===== config.mk =====
export PLATFORM = sky130hd
export DESIGN_NAME = nsm_ctrl
export DESIGN_NICKNAME = d
export VERILOG_FILES = /design/src/rtl/nsm_pkg.sv /design/src/rtl/nsm_ctrl.sv /design/src/rtl/nsm_sync.sv
export SDC_FILE = /design/constraint.sdc
export NUM_CORES = 2
export LEC_CHECK = 0
export BUFFER_PORTS_ARGS = -buffer_cell sky130_fd_sc_hd__buf_2
export CAP_MARGIN = 20
export CORE_MARGIN = 10
export CORE_UTILIZATION = 55
export CTS_CLUSTER_DIAMETER = 200
export DETAILED_ROUTE_END_ITERATION = 8
export GPL_TIMING_DRIVEN = 0
export HOLD_SLACK_MARGIN = 0.05
export PLACE_DENSITY = 0.86
export SETUP_SLACK_MARGIN = 0.05
export SLEW_MARGIN = 10
export SYNTH_ARGS = -nofsm -noshare
export SYNTH_HDL_FRONTEND = slang
export SYNTH_HIERARCHICAL = 1
export SYNTH_SLANG_ARGS = --single-unit

===== constraint.sdc =====
create_clock -name ref_clk -period 4.5 [get_ports ref_clk]
set_input_delay 0.225 -clock ref_clk [delete_from_list [all_inputs] [get_ports ref_clk]]
set_output_delay 0.225 -clock ref_clk [all_outputs]
set_load 0.02 [all_outputs]

===== src/rtl/nsm_pkg.sv =====
// constants and types shared by the spectral measurement controller
package nsm_pkg;
  localparam logic [7:0] NSM_ADDR_LAMP = 8'h60;
  localparam logic [7:0] NSM_ADDR_ITIME0 = 8'h61;
  localparam logic [7:0] NSM_ADDR_ITIME2 = 8'h63;
  localparam logic [7:0] NSM_ADDR_WTIME0 = 8'h64;
  localparam logic [7:0] NSM_ADDR_WTIME3 = 8'h67;
  localparam logic [7:0] NSM_ADDR_ENABLE = 8'h80;
  localparam logic [7:0] NSM_ADDR_STATUS = 8'h81;
  localparam logic [7:0] NSM_ADDR_GAIN0 = 8'h90;
  localparam logic [7:0] NSM_ADDR_MUX0 = 8'ha0;
  localparam logic [7:0] NSM_ADDR_DATA0 = 8'hc0;
  localparam int NSM_NUM_CONV = 16;
  localparam int NSM_NUM_PASS = 4;
  localparam int NSM_DATA_BYTES = 128;
  localparam int NSM_ENABLE_POWER_BIT = 0;
  localparam int NSM_ENABLE_MEAS_BIT = 1;
  localparam int NSM_ENABLE_INTERPASS_DELAY_BIT = 3;
  localparam int NSM_ENABLE_GPIO_TRIG_BIT = 4;
  localparam int NSM_LAMP_ALT_BIT = 4;
  localparam int NSM_LAMP_WAIT_GATE_BIT = 5;
  localparam int NSM_LAMP_HI_BIT = 6;
  localparam logic [3:0] NSM_GAIN_MAX = 4'h8;
  localparam logic [7:0] NSM_RESET_BYTE = 8'h00;
  localparam int NSM_INIT_US = 10;
  localparam int NSM_CLK_MHZ = 50;
  localparam int NSM_INIT_CYCLES = NSM_INIT_US * NSM_CLK_MHZ;
  localparam int NSM_AZ_CYCLES = 16;
  localparam int NSM_CFG_CYCLES = 16;
  localparam int NSM_STORE_CYCLES = NSM_NUM_CONV;
  typedef enum logic [3:0] {
    NSM_INIT = 4'h0,
    NSM_SLEEP = 4'h1,
    NSM_IDLE = 4'h2,
    NSM_TRIG = 4'h3,
    NSM_AZ = 4'h4,
    NSM_CFG = 4'h5,
    NSM_INTEG = 4'h6,
    NSM_STORE = 4'h7,
    NSM_INTERPASS_DELAY = 4'h8,
    NSM_MOVE = 4'h9,
    NSM_INTERMEASURE_DELAY = 4'ha
  } nsm_state_t;
endpackage : nsm_pkg


===== src/rtl/nsm_ctrl.sv =====
// measurement sequencer and power-state control for the spectral sensor
// Behaviour
// no bus access accepted while initialising
// host waits and ignores outputs during init
// after init enter sleep, oscillator stopped
// bus serviced in sleep without waking
// power bit set enters idle state
// measurement enable set enters active state
// measurement enable cleared returns to idle
// sixteen 16-bit converters, own gain, integration time
// four passes run automatically per measurement
// 128 result bytes, read after four passes; code exposes only 64 bytes, the words of passes 0-1
// gpio is trigger input or interrupt output
// reset pin is active high
// mux routes photodiodes to sixteen converters
// mux configuration held in internal ram
// gain codes 0 (1x) to 8 (256x)
// each pass starts with offset zeroing
// config phase loads setup and mux values
// integration length from bytes 0x61-0x63
// store phase writes sixteen 16-bit results
// move, wait, then next measurement auto-starts
// optional interpass wait from bytes at 0x64
// four lamp sinks, 50 or 75 mA
// host waits 10 s after 4x75 mA
// lamp alternation toggles lamps per measurement
// lamp wait gate picks cycle variant
`timescale 1ns/1ps
module nsm_ctrl
  import nsm_pkg::*;
#(
  parameter int INIT_CYCLES = NSM_INIT_CYCLES
) (
  input wire logic ref_clk, // system clock, 50 MHz
  input wire logic rstn, // async reset, active low
  input wire logic rst_pin, // reset pin, active high
  input wire logic bus_wr, // register write strobe
  input wire logic bus_rd, // register read strobe
  input wire logic [7:0] bus_addr, // register byte address
  input wire logic [7:0] bus_wdata, // write data
  output logic [7:0] bus_rdata, // read data
  output logic bus_ack, // access accepted
  input wire logic gpio_in, // gpio pin input
  output logic gpio_out, // gpio pin output value
  output logic gpio_oe_n, // gpio output enable, low drives
  input wire logic [15:0] conv_data [NSM_NUM_CONV], // converter results
  output logic conv_az, // offset zeroing active
  output logic conv_cfg, // setup load strobe level
  output logic conv_integ, // integration active
  output logic [3:0] conv_gain [NSM_NUM_CONV], // per-converter gain code
  output logic [1:0] conv_pd_sel [NSM_NUM_CONV], // mux selection per converter
  output logic [1:0] pass_idx, // current pass
  output logic [3:0] lamp_en, // lamp sink enables
  output logic lamp_high, // 1 selects 75 mA, else 50 mA
  output logic osc_en // internal oscillator running
);
  logic rst_sync;
  logic gpio_sync;
  logic rst_n_int;
  nsm_sync #(.W(2)) u_sync (
    .ref_clk(ref_clk),
    .rstn(rstn),
    .din({rst_pin, gpio_in}),
    .dout({rst_sync, gpio_sync})
  );
  assign rst_n_int = !rst_sync;

  nsm_state_t st_q, st_d;
  logic [31:0] cnt_q, cnt_d;
  logic [1:0] pass_q, pass_d;
  logic lamp_phase_q, lamp_phase_d;
  logic done_q, done_d;
  logic gpio_q, gpio_d;
  logic gpio_trig_q;
  logic [7:0] lamp_cfg_q;
  logic [23:0] itime_q;
  logic [31:0] wtime_q;
  logic [7:0] enable_q;
  logic [3:0] gain_q [NSM_NUM_CONV];
  logic [1:0] mux_q [NSM_NUM_CONV];
  logic [15:0] ram_q [NSM_NUM_CONV*NSM_NUM_PASS];
  logic [15:0] ram_hold_q;
  logic [7:0] rdata_q;
  logic [7:0] rdata_d;
  logic ack_q;
  logic interpass_delay_on;
  logic gate_wait;
  logic trig_mode;
  logic [31:0] itime_cyc;
  logic [4:0] store_idx;
  logic [5:0] ram_idx;

  assign interpass_delay_on = enable_q[NSM_ENABLE_INTERPASS_DELAY_BIT];
  assign gate_wait = lamp_cfg_q[NSM_LAMP_WAIT_GATE_BIT];
  assign trig_mode = enable_q[NSM_ENABLE_GPIO_TRIG_BIT];
  assign itime_cyc = {8'h00, itime_q};
  assign store_idx = cnt_q[4:0];

  // sequencer next state
  always_comb begin
    st_d = st_q;
    cnt_d = cnt_q + 32'h1;
    pass_d = pass_q;
    lamp_phase_d = lamp_phase_q;
    done_d = done_q;
    gpio_d = 1'b0;
    unique case (st_q)
      NSM_INIT: begin
        if (cnt_q >= 32'(INIT_CYCLES - 1)) begin
          st_d = NSM_SLEEP;
          cnt_d = '0;
        end
      end
      NSM_SLEEP: begin
        cnt_d = '0;
        if (enable_q[NSM_ENABLE_POWER_BIT]) st_d = NSM_IDLE;
      end
      NSM_IDLE: begin
        cnt_d = '0;
        pass_d = '0;
        if (!enable_q[NSM_ENABLE_POWER_BIT]) st_d = NSM_SLEEP;
        else if (enable_q[NSM_ENABLE_MEAS_BIT]) begin
          st_d = trig_mode ? NSM_TRIG : NSM_AZ;
          done_d = 1'b0;
        end
      end
      NSM_TRIG: begin
        cnt_d = '0;
        if (gpio_trig_q) st_d = NSM_AZ;
      end
      NSM_AZ: begin
        if (cnt_q >= 32'(NSM_AZ_CYCLES - 1)) begin
          st_d = NSM_CFG;
          cnt_d = '0;
        end
      end
      NSM_CFG: begin
        if (cnt_q >= 32'(NSM_CFG_CYCLES - 1)) begin
          st_d = NSM_INTEG;
          cnt_d = '0;
        end
      end
      NSM_INTEG: begin
        if (cnt_q >= itime_cyc) begin
          st_d = NSM_STORE;
          cnt_d = '0;
        end
      end
      NSM_STORE: begin
        if (cnt_q >= 32'(NSM_STORE_CYCLES - 1)) begin
          cnt_d = '0;
          if (pass_q == 2'(NSM_NUM_PASS - 1)) begin
            st_d = NSM_MOVE;
            done_d = 1'b1;
            gpio_d = 1'b1;
          end else begin
            pass_d = pass_q + 2'h1;
            // gate set: no interpass wait at all, so the next zeroing follows the store directly
            st_d = (interpass_delay_on && !gate_wait) ? NSM_INTERPASS_DELAY : NSM_AZ;
          end
        end
      end
      NSM_INTERPASS_DELAY: begin
        if (cnt_q >= wtime_q) begin
          st_d = NSM_AZ;
          cnt_d = '0;
        end
      end
      NSM_MOVE: begin
        st_d = NSM_INTERMEASURE_DELAY;
        cnt_d = '0;
        pass_d = '0;
        if (lamp_cfg_q[NSM_LAMP_ALT_BIT]) lamp_phase_d = !lamp_phase_q;
      end
      NSM_INTERMEASURE_DELAY: begin
        if (cnt_q >= wtime_q) begin
          cnt_d = '0;
          st_d = trig_mode ? NSM_TRIG : NSM_AZ;
        end
      end
      default: begin
        st_d = NSM_IDLE;
        cnt_d = '0;
      end
    endcase
    // clearing enable aborts back to idle
    if (st_q > NSM_IDLE && !enable_q[NSM_ENABLE_MEAS_BIT]) begin
      st_d = NSM_IDLE;
      cnt_d = '0;
    end
  end

  always_ff @(posedge ref_clk or negedge rstn) begin
    if (!rstn) begin
      st_q <= NSM_INIT;
      cnt_q <= '0;
      pass_q <= '0;
      lamp_phase_q <= 1'b0;
      done_q <= 1'b0;
      gpio_q <= 1'b0;
      gpio_trig_q <= 1'b0;
    end else if (!rst_n_int) begin
      st_q <= NSM_INIT;
      cnt_q <= '0;
      pass_q <= '0;
      lamp_phase_q <= 1'b0;
      done_q <= 1'b0;
      gpio_q <= 1'b0;
      gpio_trig_q <= 1'b0;
    end else begin
      st_q <= st_d;
      cnt_q <= cnt_d;
      pass_q <= pass_d;
      lamp_phase_q <= lamp_phase_d;
      done_q <= done_d;
      gpio_q <= gpio_d;
      gpio_trig_q <= gpio_sync;
    end
  end

  // register file and result ram
  assign ram_idx = {pass_q, store_idx[3:0]};
  always_comb begin
    rdata_d = NSM_RESET_BYTE;
    if (bus_addr == NSM_ADDR_LAMP) rdata_d = lamp_cfg_q;
    else if (bus_addr >= NSM_ADDR_ITIME0 && bus_addr <= NSM_ADDR_ITIME2)
      rdata_d = itime_q[8*(bus_addr - NSM_ADDR_ITIME0) +: 8];
    else if (bus_addr >= NSM_ADDR_WTIME0 && bus_addr <= NSM_ADDR_WTIME3)
      rdata_d = wtime_q[8*(bus_addr - NSM_ADDR_WTIME0) +: 8];
    else if (bus_addr == NSM_ADDR_ENABLE) rdata_d = enable_q;
    else if (bus_addr == NSM_ADDR_STATUS) rdata_d = {3'h0, done_q, st_q};
    else if (bus_addr >= NSM_ADDR_GAIN0 && bus_addr < NSM_ADDR_GAIN0 + 8'h10)
      rdata_d = {4'h0, gain_q[bus_addr[3:0]]};
    else if (bus_addr >= NSM_ADDR_MUX0 && bus_addr < NSM_ADDR_MUX0 + 8'h10)
      rdata_d = {6'h00, mux_q[bus_addr[3:0]]};
    else if (bus_addr >= NSM_ADDR_DATA0) begin
      // low byte latches the word so the high byte reads consistently
      // the 64-byte window reaches the words of the first two passes only
      if (!bus_addr[0]) rdata_d = ram_q[{1'b0, bus_addr[5:1]}][7:0];
      else rdata_d = ram_hold_q[15:8];
    end
  end

  always_ff @(posedge ref_clk or negedge rstn) begin
    if (!rstn) begin
      lamp_cfg_q <= '0;
      itime_q <= '0;
      wtime_q <= '0;
      enable_q <= '0;
      rdata_q <= '0;
      ack_q <= 1'b0;
      ram_hold_q <= '0;
      for (int i = 0; i < NSM_NUM_CONV; i++) begin
        gain_q[i] <= '0;
        mux_q[i] <= '0;
      end
      for (int i = 0; i < NSM_NUM_CONV*NSM_NUM_PASS; i++) ram_q[i] <= '0;
    end else if (!rst_n_int) begin
      // pin reset drops the lamp, time and enable registers too, else a kept power bit skips sleep
      lamp_cfg_q <= '0;
      itime_q <= '0;
      wtime_q <= '0;
      enable_q <= '0;
      ack_q <= 1'b0;
    end else begin
      // strobes ignored until init completes; sleep still serviced
      ack_q <= (bus_wr || bus_rd) && st_q != NSM_INIT && rst_n_int;
      if (bus_rd && st_q != NSM_INIT) begin
        rdata_q <= rdata_d;
        if (bus_addr >= NSM_ADDR_DATA0 && !bus_addr[0])
          ram_hold_q <= ram_q[{1'b0, bus_addr[5:1]}];
      end
      if (bus_wr && st_q != NSM_INIT && rst_n_int) begin
        if (bus_addr == NSM_ADDR_LAMP) lamp_cfg_q <= bus_wdata;
        else if (bus_addr >= NSM_ADDR_ITIME0 && bus_addr <= NSM_ADDR_ITIME2)
          itime_q[8*(bus_addr - NSM_ADDR_ITIME0) +: 8] <= bus_wdata;
        else if (bus_addr >= NSM_ADDR_WTIME0 && bus_addr <= NSM_ADDR_WTIME3)
          wtime_q[8*(bus_addr - NSM_ADDR_WTIME0) +: 8] <= bus_wdata;
        else if (bus_addr == NSM_ADDR_ENABLE) enable_q <= bus_wdata;
        else if (bus_addr >= NSM_ADDR_GAIN0 && bus_addr < NSM_ADDR_GAIN0 + 8'h10)
          gain_q[bus_addr[3:0]] <= (bus_wdata[3:0] > NSM_GAIN_MAX) ?
            NSM_GAIN_MAX : bus_wdata[3:0];
        else if (bus_addr >= NSM_ADDR_MUX0 && bus_addr < NSM_ADDR_MUX0 + 8'h10)
          mux_q[bus_addr[3:0]] <= bus_wdata[1:0];
      end
      if (st_q == NSM_STORE) ram_q[ram_idx] <= conv_data[store_idx[3:0]];
    end
  end

  // converter and lamp outputs
  logic lamps_on;
  assign lamps_on = (st_q == NSM_INTEG || (gate_wait && st_q == NSM_CFG)) &&
    !lamp_phase_q;
  always_ff @(posedge ref_clk or negedge rstn) begin
    if (!rstn) begin
      lamp_en <= '0;
      lamp_high <= 1'b0;
      conv_az <= 1'b0;
      conv_cfg <= 1'b0;
      conv_integ <= 1'b0;
      pass_idx <= '0;
      osc_en <= 1'b0;
      for (int i = 0; i < NSM_NUM_CONV; i++) begin
        conv_gain[i] <= '0;
        conv_pd_sel[i] <= '0;
      end
    end else begin
      lamp_en <= lamps_on ? lamp_cfg_q[3:0] : 4'h0;
      lamp_high <= lamp_cfg_q[NSM_LAMP_HI_BIT];
      conv_az <= st_q == NSM_AZ;
      conv_cfg <= st_q == NSM_CFG;
      conv_integ <= st_q == NSM_INTEG;
      pass_idx <= pass_q;
      osc_en <= st_q != NSM_SLEEP && st_q != NSM_INIT;
      if (st_q == NSM_CFG) begin
        for (int i = 0; i < NSM_NUM_CONV; i++) begin
          conv_gain[i] <= gain_q[i];
          conv_pd_sel[i] <= mux_q[i];
        end
      end
    end
  end

  assign bus_rdata = rdata_q;
  assign bus_ack = ack_q;
  assign gpio_out = gpio_q;
  assign gpio_oe_n = trig_mode;
endmodule : nsm_ctrl


===== src/rtl/nsm_sync.sv =====
// two-flop synchroniser for pin inputs
`timescale 1ns/1ps
module nsm_sync #(
  parameter int W = 1
) (
  input wire logic ref_clk, // clock
  input wire logic rstn, // async reset, active low
  input wire logic [W-1:0] din, // asynchronous input
  output logic [W-1:0] dout // synchronised level
);
  logic [W-1:0] s1_q;
  logic [W-1:0] s2_q;
  always_ff @(posedge ref_clk or negedge rstn) begin
    if (!rstn) begin
      s1_q <= '0;
      s2_q <= '0;
    end else begin
      s1_q <= din;
      s2_q <= s1_q;
    end
  end
  assign dout = s2_q;
endmodule : nsm_sync

======== Yosys cells after proc, flatten, opt, wreduce, memory -nomap -nowiden ========
Index checks and enable logic that the tools add are counted.
storage, ports and cells
  output and inout port bits .............. 118
  register bits after elaboration ......... 1,370
  word-level logic and storage cells ...... 373
  input bits .............................. 278
cells by class
  add/subtract/negate cells ............... 6
  mux-type cells .......................... 95
  bitwise operators ....................... 10
  shift operators ......................... 6
  $lt $le $gt $ge ......................... 21
  eq/ne operators ......................... 33
  reduce and logical (&&, ||, !) cells .... 51
operator list
  cell                     count
  $bwmux 1024              1
  $mux 32                  11
  $mux 8                   18
  $pmux 32 s4              1
  $bmux 16 s6              1
  $demux 16 s6             1
  $mux 24                  4
  $mux 16                  5
  $mux 4                   20
  $neg 32->34              2
  $bmux 16 s4              1
  $bwmux 32                2
  $bwmux 64                1
  $pmux 4 s11              1
  $ne 4x3->1 const B       9
  $shift 8x34->24 const A  1
  $shift 8x34->32 const A  1
  $shiftx 8x34->24         1
  $shiftx 8x34->32         1
  $shiftx 24x33->8         1
  $shiftx 32x33->8         1
  $add 32x1->32 const B    1
  $ge 32x24->1             1
  $ge 32x32->1             1
  55 further kinds         135

======== Longest topological paths before layout ========
  word-level depth ........................ 13
  mapped depth ............................ 23
  mapped depth without buffers ............ 18

======== Modules after synthesis ========
The synthesis kept the hierarchy.
by module, submodules not included
  module    times used  area an instance (um^2)  sequential area each (um^2)  cells each
  nsm_ctrl  1           42,368.1                 21,170.3                     3,290
  nsm_sync  1           100.1                    100.1                        4

======== Worst setup path before layout ========
No wires, ideal clock.
  kind .................................... input-to-reg
  start ................................... in bus_addr[1]
  end ..................................... reg itime_q[10]
  setup time .............................. 132 ps
  data arrival time ....................... 5,131 ps
  slack ................................... -762 ps
  required time ........................... 4,368 ps
  stages .................................. 22
  buffers on the path ..................... 5
  cells stage by stage .................... buf_2 buf_4 buf_2 buf_4 buf_4 inv_1 ha_1 nor2b_1 o21ai_0 o22ai_1 a31oi_1 nor3_1 nand3_1 ha_1 nor4_1 nand4_1 or4b_1 nor3b_1 mux2i_2 nor4_4 mux2i_1 nor2_1
between the ends
  cells in the longest elaborated chain, start to end .. 8
  elaborated cells on any way between the ends .. 16
  those cells by class .................... add/sub (2); order compare (2); eq/ne (2); shift (2); mux (5); reduce/logical (3)
RTL lines
  element                                              RTL line         RTL
  start, declared                                      nsm_ctrl.sv:39   input wire logic [7:0] bus_addr,
  $sub 8x7->9                                          nsm_ctrl.sv:276  itime_q[8*(bus_addr - NSM_ADDR_ITIME0) +: 8] <= bus_wdata;
  $neg 32->34                                          nsm_ctrl.sv:276
  $shiftx 8x34->24 or $shift 8x34->24 (tied branches)  nsm_ctrl.sv:276
  $bwmux 24                                            nsm_ctrl.sv:276
  $mux 24                                              nsm_ctrl.sv:275  else if (bus_addr >= NSM_ADDR_ITIME0 && bus_addr <= NSM_ADDR_ITIME2)
  $mux 24                                              nsm_ctrl.sv:274  if (bus_addr == NSM_ADDR_LAMP) lamp_cfg_q <= bus_wdata;
  $mux 24                                              nsm_ctrl.sv:273  if (bus_wr && st_q != NSM_INIT && rst_n_int) begin
  $mux 24                                              nsm_ctrl.sv:258  end else if (!rst_n_int) begin
  end signal, assigned by index                        nsm_ctrl.sv:276
  end, declared                                        nsm_ctrl.sv:76   logic [23:0] itime_q;
Several ways; a longest one is shown, not always the timed one. The select of a mux whose other input is x is not followed.
A chain may end at the register's enable or synchronous reset.

======== Worst setup path after layout ========
  start ................................... reg cnt_q[0]
  end ..................................... reg ram_q[947] (netlist bit)
between the ends
  cells in the longest elaborated chain, start to end .. 6
  elaborated cells on any way between the ends .. 11
  those cells by class .................... order compare (2); mux (6); bitwise (2); reduce/logical (1)
RTL lines
  element                                                         RTL line         RTL
  start, declared                                                 nsm_ctrl.sv:69   logic [31:0] cnt_q, cnt_d;
  start signal, assigned                                          nsm_ctrl.sv:212  cnt_q <= cnt_d;
  $not 6->7 (not written as such)                                 nsm_ctrl.sv:286  if (st_q == NSM_STORE) ram_q[ram_idx] <= conv_data[store_idx[3:0]];
  $ge 7x7->1 (not written as such) or $lt 7x1->1 (tied branches)  nsm_ctrl.sv:286
  $logic_and 1x1->1 (not written as such)                         nsm_ctrl.sv:286
  $mux 16 (not written as such)                                   nsm_ctrl.sv:286
  $demux 16 s6                                                    nsm_ctrl.sv:286
  $bwmux 1024 (*)                                                 nsm_ctrl.sv:286
  end signal, assigned by index                                   nsm_ctrl.sv:286
  end, declared                                                   nsm_ctrl.sv:81   logic [15:0] ram_q [NSM_NUM_CONV*NSM_NUM_PASS];
Mark *: on every way between the ends. The rest lies on a longest branch, timed or not. The select of a mux whose other input is x is not followed.

==> metrics list <==
- In this run the deepest clock path goes through 3 buffers.
* Count of vias placed by the detailed router: approximately 32,000
- The worst pin sits at a relative slew slack of roughly 22%.
- Synth Register Bits: 850
* Arr. time, crit path: around 4.9 ns
* Top cells by count, synth: 850 x sky130_fd_sc_hd__dfrtp_1, 688 x sky130_fd_sc_hd__mux2_2, 224 x sky130_fd_sc_hd__nand2_1
- In this run the count of I/O pins placed on the die edge is between 300 and 400.
* Die Span Y: between 200 and 300 µm
- Final net count: 4,164
- Across every metal layer, demand over resource in global routing totals between 30% and 40%.
- IR analysis of the VDD net gives a maximum drop of 283 µV.
* Synth Warn #: 6
* Clock Latency Late Sink: ~0.66 ns
- Total Die Area: ~90,000 µm²
* Kind of critical path: reg -> reg
- Routed via count divided by cell count: 6.54
- Total routed wirelength: ~140,000 µm
* Switching power summed over all nets: roughly 4.3 mW
- In the final routing, the length of wire on met1 measures between 50,000 and 60,000 µm.
- Launch point of the worst reg-to-reg path: cnt_q[0]
* CP endpoint kind: register
* RSZ-0062 raised after global routing: true
- Synth unique cells: 77
- Post-route non-filler standard cell count: just under 5,000
- Capturing instance or port of the critical path: ram_q[947]
* Met2 wire len: approximately 68,000 µm
* Total setup violations reported at the end of the flow: 0
- FF-to-FF setup slack: approximately 0.16 ns
- For the worst setup path, the data required time is between 5 and 6 ns.
* GR Overflow Total: 0
- For this block, the initial DRC count from the detailed router was between 3,000 and 4,000.
- Clock transition at the register clock pins on the worst setup and hold paths after CTS: about 0.060 ns
- Among the stages of the critical path, the cell type that occurs most often is sky130_fd_sc_hd__clkbuf_1.
* Sequential element share of the synthesized area: between 50% and 60%
- Depth of the worst register-to-register path: 10
- Clock tree synthesis found a total of 850 sinks.
- Post-route setup TNS: 0 ns
- Number of instances in the synthesized netlist: between 3,000 and 4,000
* Post-route clock skew: approximately 0.026 ns
- In this run the worst hold path is classified as in -> async.
* Cts bufs inserted: between 80 and 90
- Combinational Power Share: 9.4%
- Largest net degree at the start of global routing: roughly 120
- Fraction of synthesis flops using an asynchronous set or reset pin: 100%
* Total DRC errors in the routed layout: 0
- Post-Place Cell Area: 46,100 µm²
- Power per cell area: ~340 nW/µm²
- During placement, the flow inserted port buffers numbering between 300 and 400.
* Via count of the first global-routing pass: approximately 33,000
- After detailed routing, the average wire length per cell comes to roughly 29 µm.
- Clock tree synthesis selected as its root buffer the cell sky130_fd_sc_hd__clkbuf_16.
* Share of final-layout standard cells stronger than drive strength 1: between 30% and 40%
* Cell total after placement: approximately 4,700
- Area fraction of the dominant cell type after synthesis: around half
- Largest incremental delay on the critical path: 0.70 ns
* Result of the run: complete, no violations
- H-tree lvl count: 3
- Total leakage power: 23.5 nW
- Post-layout utilization of the core: between 60 and 70%
- The mapped netlist covers ~42,000 µm².
- Before antenna repair, the detailed router went through 9 iterations.
- Post-layout min period: between 4 and 5 ns
* # Max-Cap Violations: 0
- TritonCTS built the clock tree.
* Weighted congestion reported at the end of routability-driven placement: ~1.0
* Wire length of the first global-routing pass: roughly 210,000 µm
- In the synthesized netlist the dominant register cell turns out to be sky130_fd_sc_hd__dfrtp_1.
- Of all nets on the critical path, the largest fanout is 10.
- In the post-synthesis netlist, the cell with the most instances is sky130_fd_sc_hd__dfrtp_1.
* EDFF count, synth: 0
- Final antenna-violating net count: 0
- Number of slew-limit violations in the final report: 0
- Cells along the critical path: clkbuf_1, nor2b_1, nor2b_1, clkbuf_1, a22oi_1, nand4_1, a21oi_1, a31oi_1, clkbuf_1, mux2_2
* Floorplan core area: 76,200 µm²
- Row generation in the floorplan step produced 101 rows.
- Initial Util: roughly 56%
* Synthesized netlist net count: between 3,000 and 4,000
- The clock network accounts for a little under half of the total power.
- Worst flop-to-flop path endpoint: ram_q[947]
* Area growth from synthesis to layout: 16.4%
* Critical Path Start: cnt_q[0]
- Hold WS: 0.0984 ns
* Fraction of power spent switching nets: approximately 25%
* HPWL after DPL: around 100,000 µm
* Critical Path Source Type: register
- Chip width: around 300 µm
* Final cell area excluding filler cells: a little under 50,000 µm²
- The largest individual stage delay along the critical path comes from the cell sky130_fd_sc_hd__a31oi_1.
* Post-route fraction of the period consumed by the critical path: between 90% and 100%
* Number of antenna violations at the first check in global routing: 10
- Sequential cells burn 45.4% of the power.
* Internal: 12.7 mW
* Dominant cells by area after synthesis: sky130_fd_sc_hd__dfrtp_1 50%, sky130_fd_sc_hd__mux2_2 18%, sky130_fd_sc_hd__mux4_2 10%
- Measured slew at the worst slew-check pin: 1.17 ns
- DR top layer: met5
- Of all cell types, the one taking the most synthesized area is sky130_fd_sc_hd__dfrtp_1.
- Met3 routed wirelength: between 10,000 and 15,000 µm
- Each instance of the synthesized netlist takes up on average ~13 µm².
* Final hold violations: 0
* Fmax achieved: between 200 and 250 MHz
==> critical path, delay by kind of cell (launching register included) <==
family / cells / cell delay [ns]
and+or+nand+nor: 3 / 1.43
muxes: 1 / 0.26
buffers and inverters: 3 / 1.25
AOI/OAI and AO/OA: 3 / 0.94
DFF: 1 / 0.38
==> layer usage <==
| layer | vias to the layer above | GRT usage, % |
|---|---|---|
| met3 | 467 | 8.21 |
| met5 | - | 0 |
| met1 | 16500 | 39.4 |
| li1 | 13100 | - |
| met4 | 2 | 13.5 |
| met2 | 2025 | 50.7 |
==> cell usage in the layout, fill, tap and decap left out, drive strengths merged, types with 8 or more instances in the layout <==
cell / count
a211oi: 9
a21o: 8
a21oi: 100
a221oi: 15
a22o: 32
a22oi: 49
a31oi: 34
and2: 12
and3: 14
buf: 474
bufinv: 12
clkbuf: 287
clkinv: 22
dfrtp: 850
diode: 11
ha: 85
inv: 81
mux2: 688
mux2i: 86
mux4: 191
nand2: 224
nand2b: 23
nand3: 61
nand4: 27
nor2: 195
nor2b: 17
nor3: 25
nor4: 20
o21ai: 87
o22ai: 11
xnor2: 17
xor2: 26
==> worst min-delay path by stage <==
stage	start	endpoint	slack, ns	cells after the start
after floorplan	rstn	bus_ack	-0.07	0
after global placement	rst_pin	u_sync/s1_q[1]	0.34	1
after detailed placement	rstn	u_sync/s1_q[1]	0.10	1
after CTS	rstn	u_sync/s1_q[1]	0.08	3
after global routing	rstn	cnt_q[25]	0.14	3
final	rstn	cnt_q[25]	0.1	3
==> logic make-up (layout without fill, tap and decap cells) <==
group,after synthesis,after routing,synth area share (%)
adders and majority gates,85,85,2.50
AOI/OAI and AO/OA,385,385,5.87
xor gates and xnor gates,43,43,0.887
buffers and inverters,310,884,2.90
muxes,965,965,30.4
DFF,850,850,50.1
and+or+nand+nor,656,656,7.34
other,0,11,0
==> flip-flops by register name, indices dropped and copies added (netlist names), 2 cells and up <==
name / count
conv_pd_sel: 32
enable_q: 8
ram_q: 512
ram_hold_q: 8
conv_gain: 64
gain_q: 64
st_q: 4
itime_q: 24
wtime_q: 32
pass_q: 2
mux_q: 32
pass_idx: 2
lamp_cfg_q: 8
u_sync/dout: 2
bus_rdata: 8
cnt_q: 32
lamp_en: 4
u_sync/s1_q: 2
==> through the flow <==
step	worst slack, ns	total power [mW]
after global routing	0.0174	17.4
after floorplan	0.0586	8.57
after detailed placement	-1.00	9.34
after CTS	0.0289	16.9
after global placement	-14.45	9.29
final	0.159	17.0
==> layout make-up <==
cell class	count	area [µm²]
clock inverter	38	549
tap	1030	1290
timing repair buffer	420	2420
antenna	11	27.5
buffer	230	1050
inverter	78	295
clock buffer	118	2460
multi-input combinational	2134	20100
fill	5324	26700
sequential	850	21300
==> power by group through the flow <==
stage	clock [mW]	combinational, mW	sequential [mW]
after floorplan	0	0.739	7.83
after global placement	0	1.45	7.84
after detailed placement	0	1.50	7.84
after CTS	7.70	1.53	7.70
after global routing	8.01	1.69	7.70
final	7.67	1.60	7.70
==> what timing repair did <==
item,CTS,global route
pin swaps,4,2
hold buffers,7,0
hold endpoints to repair,137,0
setup buffers,5,8
endpoints found under the setup margin,77,248
gates resized for setup,7,22
No activity file was read; power rests on OpenSTA's default activity.
